`config.mk`:
```
export PLATFORM = sky130hd
export DESIGN_NAME = temp_measure_scheduler
export DESIGN_NICKNAME = d
export VERILOG_FILES = /design/src/common/temp_sched_pkg.sv /design/src/design/commit_timer.sv /design/src/design/interval_timer.sv /design/src/design/temp_measure_scheduler.sv
export SDC_FILE = /design/constraint.sdc
export NUM_CORES = 1
export LEC_CHECK = 0
export BUFFER_PORTS_ARGS = -buffer_cell sky130_fd_sc_hd__buf_2
export CAP_MARGIN = 20
export CORE_AREA = 2 2 95 97
export DETAILED_ROUTE_END_ITERATION = 8
export DIE_AREA = 0 0 97 99
export HOLD_SLACK_MARGIN = 0.08
export PLACE_DENSITY = 0.73
export SLEW_MARGIN = 20
export SYNTH_ARGS = -nofsm -noshare
export SYNTH_HDL_FRONTEND = slang
export SYNTH_SLANG_ARGS = --single-unit
```
`constraint.sdc`:
```
create_clock -name mclk -period 3.5 [get_ports mclk]
set_input_delay 0.875 -clock mclk [delete_from_list [all_inputs] [get_ports mclk]]
set_output_delay 0.875 -clock mclk [all_outputs]
set_load 0.005 [all_outputs]
```
`src/common/temp_sched_pkg.sv`:
```
package temp_sched_pkg;
	// register byte addresses
	localparam logic [15:0] CFG_ADDR     = 16'h28a0;
	localparam logic [15:0] TRIG_ADDR    = 16'h28b4;
	// field positions in the configuration byte
	localparam int          PER_LSB      = 0;
	localparam int          BUSY_BIT     = 3;
	localparam int          SUPPLY_BIT   = 6;
	localparam int          BATSEL_BIT   = 7;
	// field position in the trigger byte
	localparam int          TRIG_BIT     = 6;
	// values after reset
	localparam logic [2:0]  PER_RST      = 3'h0;
	localparam logic        SUPPLY_RST   = 1'h0;
	localparam logic        BATSEL_RST   = 1'h0;
	localparam logic        TRIG_RST     = 1'h0;
	// period field codes
	localparam logic [2:0]  PER_OFF      = 3'h0;
	localparam logic [2:0]  PER_CONT     = 3'h7;
	localparam logic [3:0]  EXP_BASE     = 4'h3;
	// timing
	localparam int          CLK_HZ       = 25_000_000;
	localparam int          COMMIT_MS    = 6;
	localparam int          COMMIT_CYC   = COMMIT_MS * (CLK_HZ / 1000);
	localparam int          SEC_CYC      = CLK_HZ;
	// configuration byte contents
	typedef struct packed {
		logic       bat_sel;
		logic       supply_main;
		logic [2:0] period;
	} cfg_t;
	// measurement sequencer states
	typedef enum logic [1:0] {
		ST_IDLE    = 2'b00,
		ST_AUTO    = 2'b01,
		ST_ONESHOT = 2'b10
	} meas_state_t;
endpackage

```
`src/design/commit_timer.sv`:
```
`timescale 1ns/1ns
`default_nettype none
module commit_timer import temp_sched_pkg::*; #(
	parameter int CYCLES = COMMIT_CYC
) (
	// clock and reset
	input  wire logic mclk,
	input  wire logic rst,
	// control
	input  wire logic load,
	output logic      busy
);
	////////////////////////////////////////////////////////////////////////
	logic [17:0] cnt_ff;   // cycles left in the commit

	// down counter, reloaded on an accepted write
	always_ff @(posedge mclk or posedge rst) begin
		if (rst) begin
			cnt_ff <= 18'h0;
		end else if (load) begin
			cnt_ff <= 18'(CYCLES);
		end else if (cnt_ff != 18'h0) begin
			cnt_ff <= cnt_ff - 18'h1;
		end
	end

	// busy while any cycle is left
	assign busy = (cnt_ff != 18'h0);
endmodule
`default_nettype wire

```
`src/design/interval_timer.sv`:
```
`timescale 1ns/1ns
`default_nettype none
module interval_timer import temp_sched_pkg::*; #(
	parameter int SEC_CYCLES = SEC_CYC
) (
	// clock and reset
	input  wire logic       mclk,
	input  wire logic       rst,
	// period field
	input  wire logic [2:0] period,
	// one-cycle pulse at each interval end
	output logic            tick
);
	////////////////////////////////////////////////////////////////////////
	logic [24:0] pre_ff;   // cycles within the current second
	logic [9:0]  sec_ff;   // seconds within the interval
	logic        timed;    // period picks a timed interval
	logic        sec_end;  // last cycle of a second
	logic [9:0]  last_sec; // final second of the interval

	assign timed    = (period != PER_OFF) && (period != PER_CONT);
	assign sec_end  = (pre_ff == 25'(SEC_CYCLES - 1));
	assign last_sec = 10'((11'h1 << (EXP_BASE + 4'(period))) - 11'h1);
	assign tick     = timed && sec_end && (sec_ff == last_sec);

	// second prescaler and interval counter, idle unless timed
	always_ff @(posedge mclk or posedge rst) begin
		if (rst) begin
			pre_ff <= 25'h0;
			sec_ff <= 10'h0;
		end else if (!timed) begin
			pre_ff <= 25'h0;
			sec_ff <= 10'h0;
		end else if (sec_end) begin
			pre_ff <= 25'h0;
			sec_ff <= (sec_ff >= last_sec) ? 10'h0 : sec_ff + 10'h1;
		end else begin
			pre_ff <= pre_ff + 25'h1;
		end
	end
endmodule
`default_nettype wire

```
`src/design/temp_measure_scheduler.sv`:
```
// Behaviour
// - period zero means no automatic measurements
// - one-shot trigger gives exactly one measurement; here only with period zero, else the bit stays set unused
// - hardware clears trigger when measurement finishes
// - trigger ignored in sleep and display modes; here the bit stays set and its measurement starts once the mode ends
// - supply select 1 main supply, 0 battery
// - sleep and display modes force sensor power
// - supply and trigger bits reset 0, read/write
// - battery select 1 main, 0 clock battery
// - busy during commit, writes blocked, up to 6 ms
//
// The APB interface to the registers was decided locally.
`timescale 1ns/1ns
`default_nettype none
module temp_measure_scheduler import temp_sched_pkg::*; #(
	parameter int COMMIT_CYCLES = COMMIT_CYC,
	parameter int SEC_CYCLES    = SEC_CYC
) (
	// clock and reset
	input  wire logic        mclk,
	input  wire logic        rst,
	// apb slave
	input  wire logic [15:0] paddr,
	input  wire logic        psel,
	input  wire logic        penable,
	input  wire logic        pwrite,
	input  wire logic [31:0] pwdata,
	output logic             pready,
	output logic [31:0]      prdata,
	output logic             pslverr,
	// power mode
	input  wire logic        deep_sleep_mode,
	input  wire logic        display_only_mode,
	// sensor
	input  wire logic        meas_done,
	output logic             meas_start,
	output logic             sensor_power_on,
	output logic             sensor_supply_select,
	output logic             monitored_battery_select
);
	////////////////////////////////////////////////////////////////////////
	// declarations
	cfg_t        cfg_ff;          // configuration byte
	logic        trig_ff;         // one-shot trigger bit
	logic        pready_ff;       // access answer
	logic [31:0] prdata_ff;       // read data
	logic        pslverr_ff;      // unmapped access
	meas_state_t state_ff;        // sequencer state
	meas_state_t nxt_state;       // next sequencer state
	logic        auto_pend_ff;    // interval elapsed, start owed
	logic        start_ff;        // measurement start pulse
	logic        power_ff;        // sensor power
	logic        supply_ff;       // supply select out
	logic        batsel_ff;       // battery select out
	logic        access;          // apb access phase
	logic        xfer_done;       // completing edge
	logic        hit_cfg;         // address is config byte
	logic        hit_trig;        // address is trigger byte
	logic        wr_cfg;          // write to config byte
	logic        wr_trig;         // write to trigger byte
	logic        busy;            // config commit pending
	logic        tick;            // interval elapsed
	logic        low_power;       // sleep or display mode
	logic        start_auto;      // automatic start now
	logic        start_one;       // one-shot start now
	logic        trig_clear;      // one-shot finished

	assign access    = psel && penable;
	assign xfer_done = access && pready_ff;
	assign hit_cfg   = (paddr == CFG_ADDR);
	assign hit_trig  = (paddr == TRIG_ADDR);
	assign wr_cfg    = xfer_done && pwrite && hit_cfg;
	assign wr_trig   = xfer_done && pwrite && hit_trig;
	assign low_power = deep_sleep_mode || display_only_mode;

	////////////////////////////////////////////////////////////////////////
	// apb answer: one wait state, then registered data
	always_ff @(posedge mclk or posedge rst) begin
		if (rst) begin
			pready_ff  <= 1'h0;
			pslverr_ff <= 1'h0;
		end else begin
			pready_ff  <= access && !pready_ff;
			pslverr_ff <= access && !pready_ff && !hit_cfg && !hit_trig;
		end
	end

	// read mux, loaded in the wait cycle
	always_ff @(posedge mclk or posedge rst) begin
		if (rst) begin
			prdata_ff <= 32'h0;
		end else if (access && !pready_ff && !pwrite) begin
			prdata_ff <= 32'h0;
			if (hit_cfg) begin
				prdata_ff[PER_LSB +: 3]  <= cfg_ff.period;
				prdata_ff[BUSY_BIT]      <= busy;
				prdata_ff[SUPPLY_BIT]    <= cfg_ff.supply_main;
				prdata_ff[BATSEL_BIT]    <= cfg_ff.bat_sel;
			end
			if (hit_trig) begin
				prdata_ff[TRIG_BIT] <= trig_ff;
			end
		end
	end

	////////////////////////////////////////////////////////////////////////
	// configuration byte, locked while a commit is pending
	always_ff @(posedge mclk or posedge rst) begin
		if (rst) begin
			cfg_ff.period      <= PER_RST;
			cfg_ff.supply_main <= SUPPLY_RST;
			cfg_ff.bat_sel     <= BATSEL_RST;
		end else if (wr_cfg && !busy) begin
			cfg_ff.period      <= pwdata[PER_LSB +: 3];
			cfg_ff.supply_main <= pwdata[SUPPLY_BIT];
			cfg_ff.bat_sel     <= pwdata[BATSEL_BIT];
		end
	end

	// commit timer for the config byte
	commit_timer #(
		.CYCLES (COMMIT_CYCLES)
	) u_commit (
		.mclk (mclk),
		.rst  (rst),
		.load (wr_cfg && !busy),
		.busy (busy)
	);

	// interval timer for automatic updates
	interval_timer #(
		.SEC_CYCLES (SEC_CYCLES)
	) u_interval (
		.mclk   (mclk),
		.rst    (rst),
		.period (cfg_ff.period),
		.tick   (tick)
	);

	////////////////////////////////////////////////////////////////////////
	// one-shot trigger: a software write wins over the hardware clear
	assign trig_clear = (state_ff == ST_ONESHOT) && meas_done;

	always_ff @(posedge mclk or posedge rst) begin
		if (rst) begin
			trig_ff <= TRIG_RST;
		end else if (wr_trig) begin
			trig_ff <= pwdata[TRIG_BIT];
		end else if (trig_clear) begin
			trig_ff <= 1'h0;
		end
	end

	// an elapsed interval is owed until a start takes it
	always_ff @(posedge mclk or posedge rst) begin
		if (rst) begin
			auto_pend_ff <= 1'h0;
		end else if (cfg_ff.period == PER_OFF || cfg_ff.period == PER_CONT) begin
			auto_pend_ff <= 1'h0;
		end else if (tick) begin
			auto_pend_ff <= 1'h1;
		end else if (start_auto) begin
			auto_pend_ff <= 1'h0;
		end
	end

	////////////////////////////////////////////////////////////////////////
	// start conditions, only from idle
	always_comb begin
		start_auto = 1'h0;
		start_one  = 1'h0;
		if (state_ff == ST_IDLE) begin
			if (cfg_ff.period == PER_CONT) begin
				start_auto = 1'h1;
			end else if (cfg_ff.period != PER_OFF) begin
				start_auto = auto_pend_ff;
			end else begin
				start_one = trig_ff && !low_power;
			end
		end
	end

	// sequencer next state
	always_comb begin
		nxt_state = state_ff;
		case (state_ff)
			ST_IDLE: begin
				if (start_auto) begin
					nxt_state = ST_AUTO;
				end else if (start_one) begin
					nxt_state = ST_ONESHOT;
				end
			end
			ST_AUTO, ST_ONESHOT: begin
				if (meas_done) begin
					nxt_state = ST_IDLE;
				end
			end
			default: begin
				nxt_state = ST_IDLE;
			end
		endcase
	end

	// sequencer state and start pulse
	always_ff @(posedge mclk or posedge rst) begin
		if (rst) begin
			state_ff <= ST_IDLE;
			start_ff <= 1'h0;
		end else begin
			state_ff <= nxt_state;
			start_ff <= start_auto || start_one;
		end
	end

	////////////////////////////////////////////////////////////////////////
	// sensor power and supply routing
	always_ff @(posedge mclk or posedge rst) begin
		if (rst) begin
			power_ff  <= 1'h0;
			supply_ff <= 1'h0;
			batsel_ff <= 1'h0;
		end else begin
			power_ff  <= low_power || (nxt_state != ST_IDLE);
			supply_ff <= cfg_ff.supply_main && !low_power;
			batsel_ff <= cfg_ff.bat_sel;
		end
	end

	assign pready                   = pready_ff;
	assign prdata                   = prdata_ff;
	assign pslverr                  = pslverr_ff;
	assign meas_start               = start_ff;
	assign sensor_power_on          = power_ff;
	assign sensor_supply_select     = supply_ff;
	assign monitored_battery_select = batsel_ff;

	////////////////////////////////////////////////////////////////////////
	// assertions
	property p_no_auto;
		@(posedge mclk) disable iff (rst)
		(state_ff == ST_IDLE && cfg_ff.period == PER_OFF && !trig_ff) |=> !meas_start;
	endproperty
	a_no_auto: assert property (p_no_auto) else $error("start with period zero");

	property p_continuous;
		@(posedge mclk) disable iff (rst)
		(state_ff == ST_IDLE && cfg_ff.period == PER_CONT) |=> meas_start && state_ff == ST_AUTO;
	endproperty
	a_continuous: assert property (p_continuous) else $error("continuous start missed");

	property p_single;
		@(posedge mclk) disable iff (rst)
		(meas_start && state_ff == ST_ONESHOT) |=> (!meas_start) [*2];
	endproperty
	a_single: assert property (p_single) else $error("one-shot started twice");

	property p_trig_clear;
		@(posedge mclk) disable iff (rst)
		(state_ff == ST_ONESHOT && meas_done && !wr_trig) |=> !trig_ff && state_ff == ST_IDLE;
	endproperty
	a_trig_clear: assert property (p_trig_clear) else $error("trigger not cleared");

	property p_trig_ignored;
		@(posedge mclk) disable iff (rst)
		(state_ff == ST_IDLE && low_power && cfg_ff.period == PER_OFF) |=> !meas_start;
	endproperty
	a_trig_ignored: assert property (p_trig_ignored) else $error("start in low power");

	property p_supply;
		@(posedge mclk) disable iff (rst)
		!low_power |=> sensor_supply_select == $past(cfg_ff.supply_main);
	endproperty
	a_supply: assert property (p_supply) else $error("supply select wrong");

	property p_forced;
		@(posedge mclk) disable iff (rst)
		low_power |=> sensor_power_on && !sensor_supply_select;
	endproperty
	a_forced: assert property (p_forced) else $error("sensor not forced on");

	property p_readback;
		@(posedge mclk) disable iff (rst)
		(access && !pready_ff && !pwrite && hit_trig) |=> prdata[TRIG_BIT] == $past(trig_ff);
	endproperty
	a_readback: assert property (p_readback) else $error("trigger readback wrong");

	property p_batsel;
		@(posedge mclk) disable iff (rst)
		1'b1 |=> monitored_battery_select == $past(cfg_ff.bat_sel);
	endproperty
	a_batsel: assert property (p_batsel) else $error("battery select wrong");

	property p_locked;
		@(posedge mclk) disable iff (rst)
		(wr_cfg && busy) |=> $stable(cfg_ff);
	endproperty
	a_locked: assert property (p_locked) else $error("write during commit");

	property p_busy_set;
		@(posedge mclk) disable iff (rst)
		(wr_cfg && !busy) |=> busy [*4];
	endproperty
	a_busy_set: assert property (p_busy_set) else $error("busy not raised");
endmodule
`default_nettype wire

```
==> results.tsv <==
stage	metric	value	unit
status	result of the run	finished clean	
logic_synthesis	number of synthesized flops with an enable pin	0	
worst_hold_path	Worst Hold Class	reg2reg	
power	total internal power	1.23	mW
critical_path	ordered cell list for the critical path	or4_1, nor4_1, nor4b_1, or2_2, o21ai_0	
timing	final setup slack of the worst path	0.846	ns
drt	detailed-route wire length	8170	µm
critical_path	number of stages on the worst setup path	5	
timing	# setup viols final	0	
power	switching part of the total power	22.5	%
floorplanning	Chip Height	99	µm
clock_network	CTS Sinks	74	
layout	post-route core utilization	53.8	%
logic_synthesis	multiplexer share of the synthesized area	2.51	%
timing	Fin Hold WS	0.414	ns
clock_network	CTS Buf Count	9	
drt	DRC violations left	0	
critical_path	sort of element at the end of the critical path	flip-flop	
clock_network	number of buffers on the longest clock path	2	
logic_synthesis	Top FF cell, synth	dfrtp_1	
critical_path	critical path's slowest cell	or2_2	
layout	most used cells in the layout excluding fill and tap cells	74 x dfrtp_1, 50 x nor2_1, 40 x buf_2, 32 x nand2_1, 29 x conb_1	
logic_synthesis	Synth async-reset ratio	100	%
job	Max Cap Violations	0	
clock_network	worst skew pair latency	0.35	ns
placed_design	placement-stage cell area	0.00441	mm²
critical_path	launching instance or port of the critical path	u_interval.pre_ff[9]	
clock_network	CTS tree	built	
drt	via count	3263	
placed_design	estimated wirelength of the detail-placed design	5830	µm
placed_design	Placement Setup Slack	0.706	ns
layout	final standard cell count with taps included and fillers excluded	599	
floorplanning	number of placement rows	34	
critical_path	Worst Setup Start Kind	flip-flop	
floorplanning	DIE AREA	0.00960	mm²
drt	number of antenna-violating nets in the routed design	0	
drt	post-detailed-route wirelength per cell	13.6	µm
clock_network	count of hold buffers inserted by post-cts repair	0	
layout	area growth from synthesis to layout	9.73	%
global_route	total grt overflow	0	
timing	final critical-path share of the clock period	75.8	%
global_route	initial antenna violation count	0	
critical_path	number of buffer and inverter instances along the worst setup path	0	
critical_path	Critical R2R Launch	u_interval.pre_ff[9]	
power	overall power of the completed layout	1.58	mW
logic_synthesis	post-synthesis sequential area ratio	44.2	%
floorplanning	die outline width	97	µm
placed_design	Placer Congestion	0.840	
critical_path	flop-to-flop setup slack	0.85	ns
logic_synthesis	Synth warnings	0	
global_route	wire length of the first global-routing pass	14000	µm
clock_network	# H-tree levels	3	
floorplanning	top-level port count	94	
logic_synthesis	dominant combinational cell family by area after synthesis	simple AND/OR/NAND/NOR gates	
placed_design	total placed cells including tap cells	584	
worst_hold_path	Hold Path Depth	0	
logic_synthesis	simple-gate portion of the synthesized area	24.1	%
floorplanning	starting density of the core	49.0	%
layout	area of all placed cells without fillers	0.00460	mm²
critical_path	delay of the slowest critical-path stage	0.64	ns
clock_network	Worst-path clk slew	0.08	ns
drt	DR vias/cell	5.45	
global_route	pin count of the biggest net entering global routing	45	
power	proportion of power drawn by the clock network	41.5	%
placed_design	IO Port Bufs	40	
critical_path	end of the critical path	u_interval.sec_ff[2]	
timing	setup repair after global routing missed its margin	no	
logic_synthesis	netlist area before placement	0.00419	mm²
drt	first-pass iteration count of the detailed router	4	
floorplanning	CORE AREA	0.00855	mm²
timing	final period demand of the worst path	2.65	ns
power	VDD IR max	0.182	mV
timing	Slew Limit Fails	0	
timing	transition time at the pin with the least slew margin	0.742	ns
global_route	via count of the first global-routing pass	3173	
critical_path	largest fanout of any net on the critical path	35	
timing	Max Fclk	377	MHz
layout	layout cells sized above 1	14.7	%
power	Comb pwr share	4.3	%
clock_network	Root Buffer	clkbuf_8	
critical_path	WP data arrival	2.86	ns
logic_synthesis	Syn Area/Cell	9.40	µm²
power	power per cell area	344	mW/mm²
layout	number of diodes added for antenna fixing	0	
logic_synthesis	XOR/XNOR share of the synthesized area	6.06	%
drt	Detailed Route Iter0 Violations	219	
timing	Fin Setup TNS	0	ns
critical_path	number of cells traversed by the worst register-to-register path	5	
critical_path	Worst Path Required	3.70	ns
global_route	total track usage	17.8	%
logic_synthesis	arithmetic-cell share of the synthesized area counting full adders, half adders and majority gates	5.07	%
clock_network	Setup Fix Bufs, Post-CTS	0	
logic_synthesis	Synth cell types	54	
power	power spent charging and discharging nets	0.356	mW
critical_path	gate family responsible for the most delay along the worst path	simple AND/OR/NAND/NOR gates	
critical_path	kind of critical path	reg2reg	
timing	Slew Limit Headroom	50.2	%
logic_synthesis	register bit total from synthesis	74	
logic_synthesis	synthesized instance count	446	
layout	commonest non-fill, non-tap cell in the layout	dfrtp_1	
logic_synthesis	fraction of the mapped netlist area in compound gates	9.52	%
power	fraction of power consumed by sequential logic	54.2	%
power	leakage power total	2.11	nW
layout	Final Net Count	560	
clock_network	CTS resizes	0	
timing	count of final hold-check violations	0	
critical_path	Reg-to-Reg End	u_interval.sec_ff[2]	
timing	largest clock skew in the final design	0.0131	ns
[sequential cells by signal, indices dropped and copies added (netlist names)]
register and count:
pready 1, u_commit.cnt_ff 18, u_interval.pre_ff 25, u_interval.sec_ff 10, monitored_battery_select 1, cfg_ff 5, prdata 6, pslverr 1
auto_pend_ff 1, meas_start 1, sensor_supply_select 1, trig_ff 1, state_ff 2, sensor_power_on 1
[worst min path at each step]
stage / startpoint / endpoint
CTS: cfg_ff[4] / monitored_battery_select
global placement: cfg_ff[4] / monitored_battery_select
floorplan: cfg_ff[4] / monitored_battery_select
detailed placement: cfg_ff[4] / monitored_battery_select
finish: cfg_ff[4] / monitored_battery_select
global route: cfg_ff[4] / monitored_battery_select
[final cells by class]
type / count / area, µm²
Inverter: 23 / 86.3
Clock buffer: 11 / 141
Multi-Input combinational cell: 335 / 2090
Clock inverter: 4 / 52.6
Timing Repair Buffer: 44 / 243
Tap cell: 108 / 135
Sequential cell: 74 / 1850
Fill cell: 766 / 3950
[synth_stat cells (8+ instances only)]
library cell | count | area, µm²
clkbuf_1 | 8 | 30.0
dfrtp_1 | 74 | 1850
nand2_1 | 32 | 120
buf_4 | 26 | 195
o21ai_0 | 26 | 130
nand3_1 | 22 | 110
nor2_1 | 50 | 188
xor2_1 | 19 | 166
xnor2_1 | 10 | 87.6
inv_1 | 23 | 86.3
nor3_1 | 11 | 55.1
a21oi_1 | 12 | 60.1
ha_1 | 17 | 213
nand4_1 | 14 | 87.6
[power by group through the flow]
| stage | Combinational (mW) | Clock [mW] | Sequential [mW] |
|---|---|---|---|
| after global routing | 0.0786 | 0.718 | 0.859 |
| after floorplan | 0.0591 | 0 | 0.876 |
| final | 0.0678 | 0.657 | 0.859 |
| after detailed placement | 0.0682 | 0 | 0.876 |
| after global placement | 0.0662 | 0 | 0.876 |
| after CTS | 0.0681 | 0.679 | 0.859 |
[logic make-up after synthesis]
family / Yosys count
AOI/OAI and AO/OA: 64
other: 2
DFF: 74
buffers and inverters: 64
muxes: 8
adders and majority gates: 17
and+or+nand+nor: 188
xor gates and xnor gates: 29
[layer usage]
layer	vias to the layer above	routed length [µm]	track usage (%)
met5	-	0	0
met4	0	151	7.58
met3	11	307	3.90
met2	68	4010	29.8
met1	1590	3700	22.3
li1	1594	-	-
[worst reg2reg max path, cell delays in order (launching register included)]
cell	delay, ns
dfrtp_1	0.41
or4_1	0.54
nor4_1	0.23
nor4b_1	0.51
or2_2	0.64
o21ai_0	0.19
Note: power is estimated with default switching activity, not from simulation.
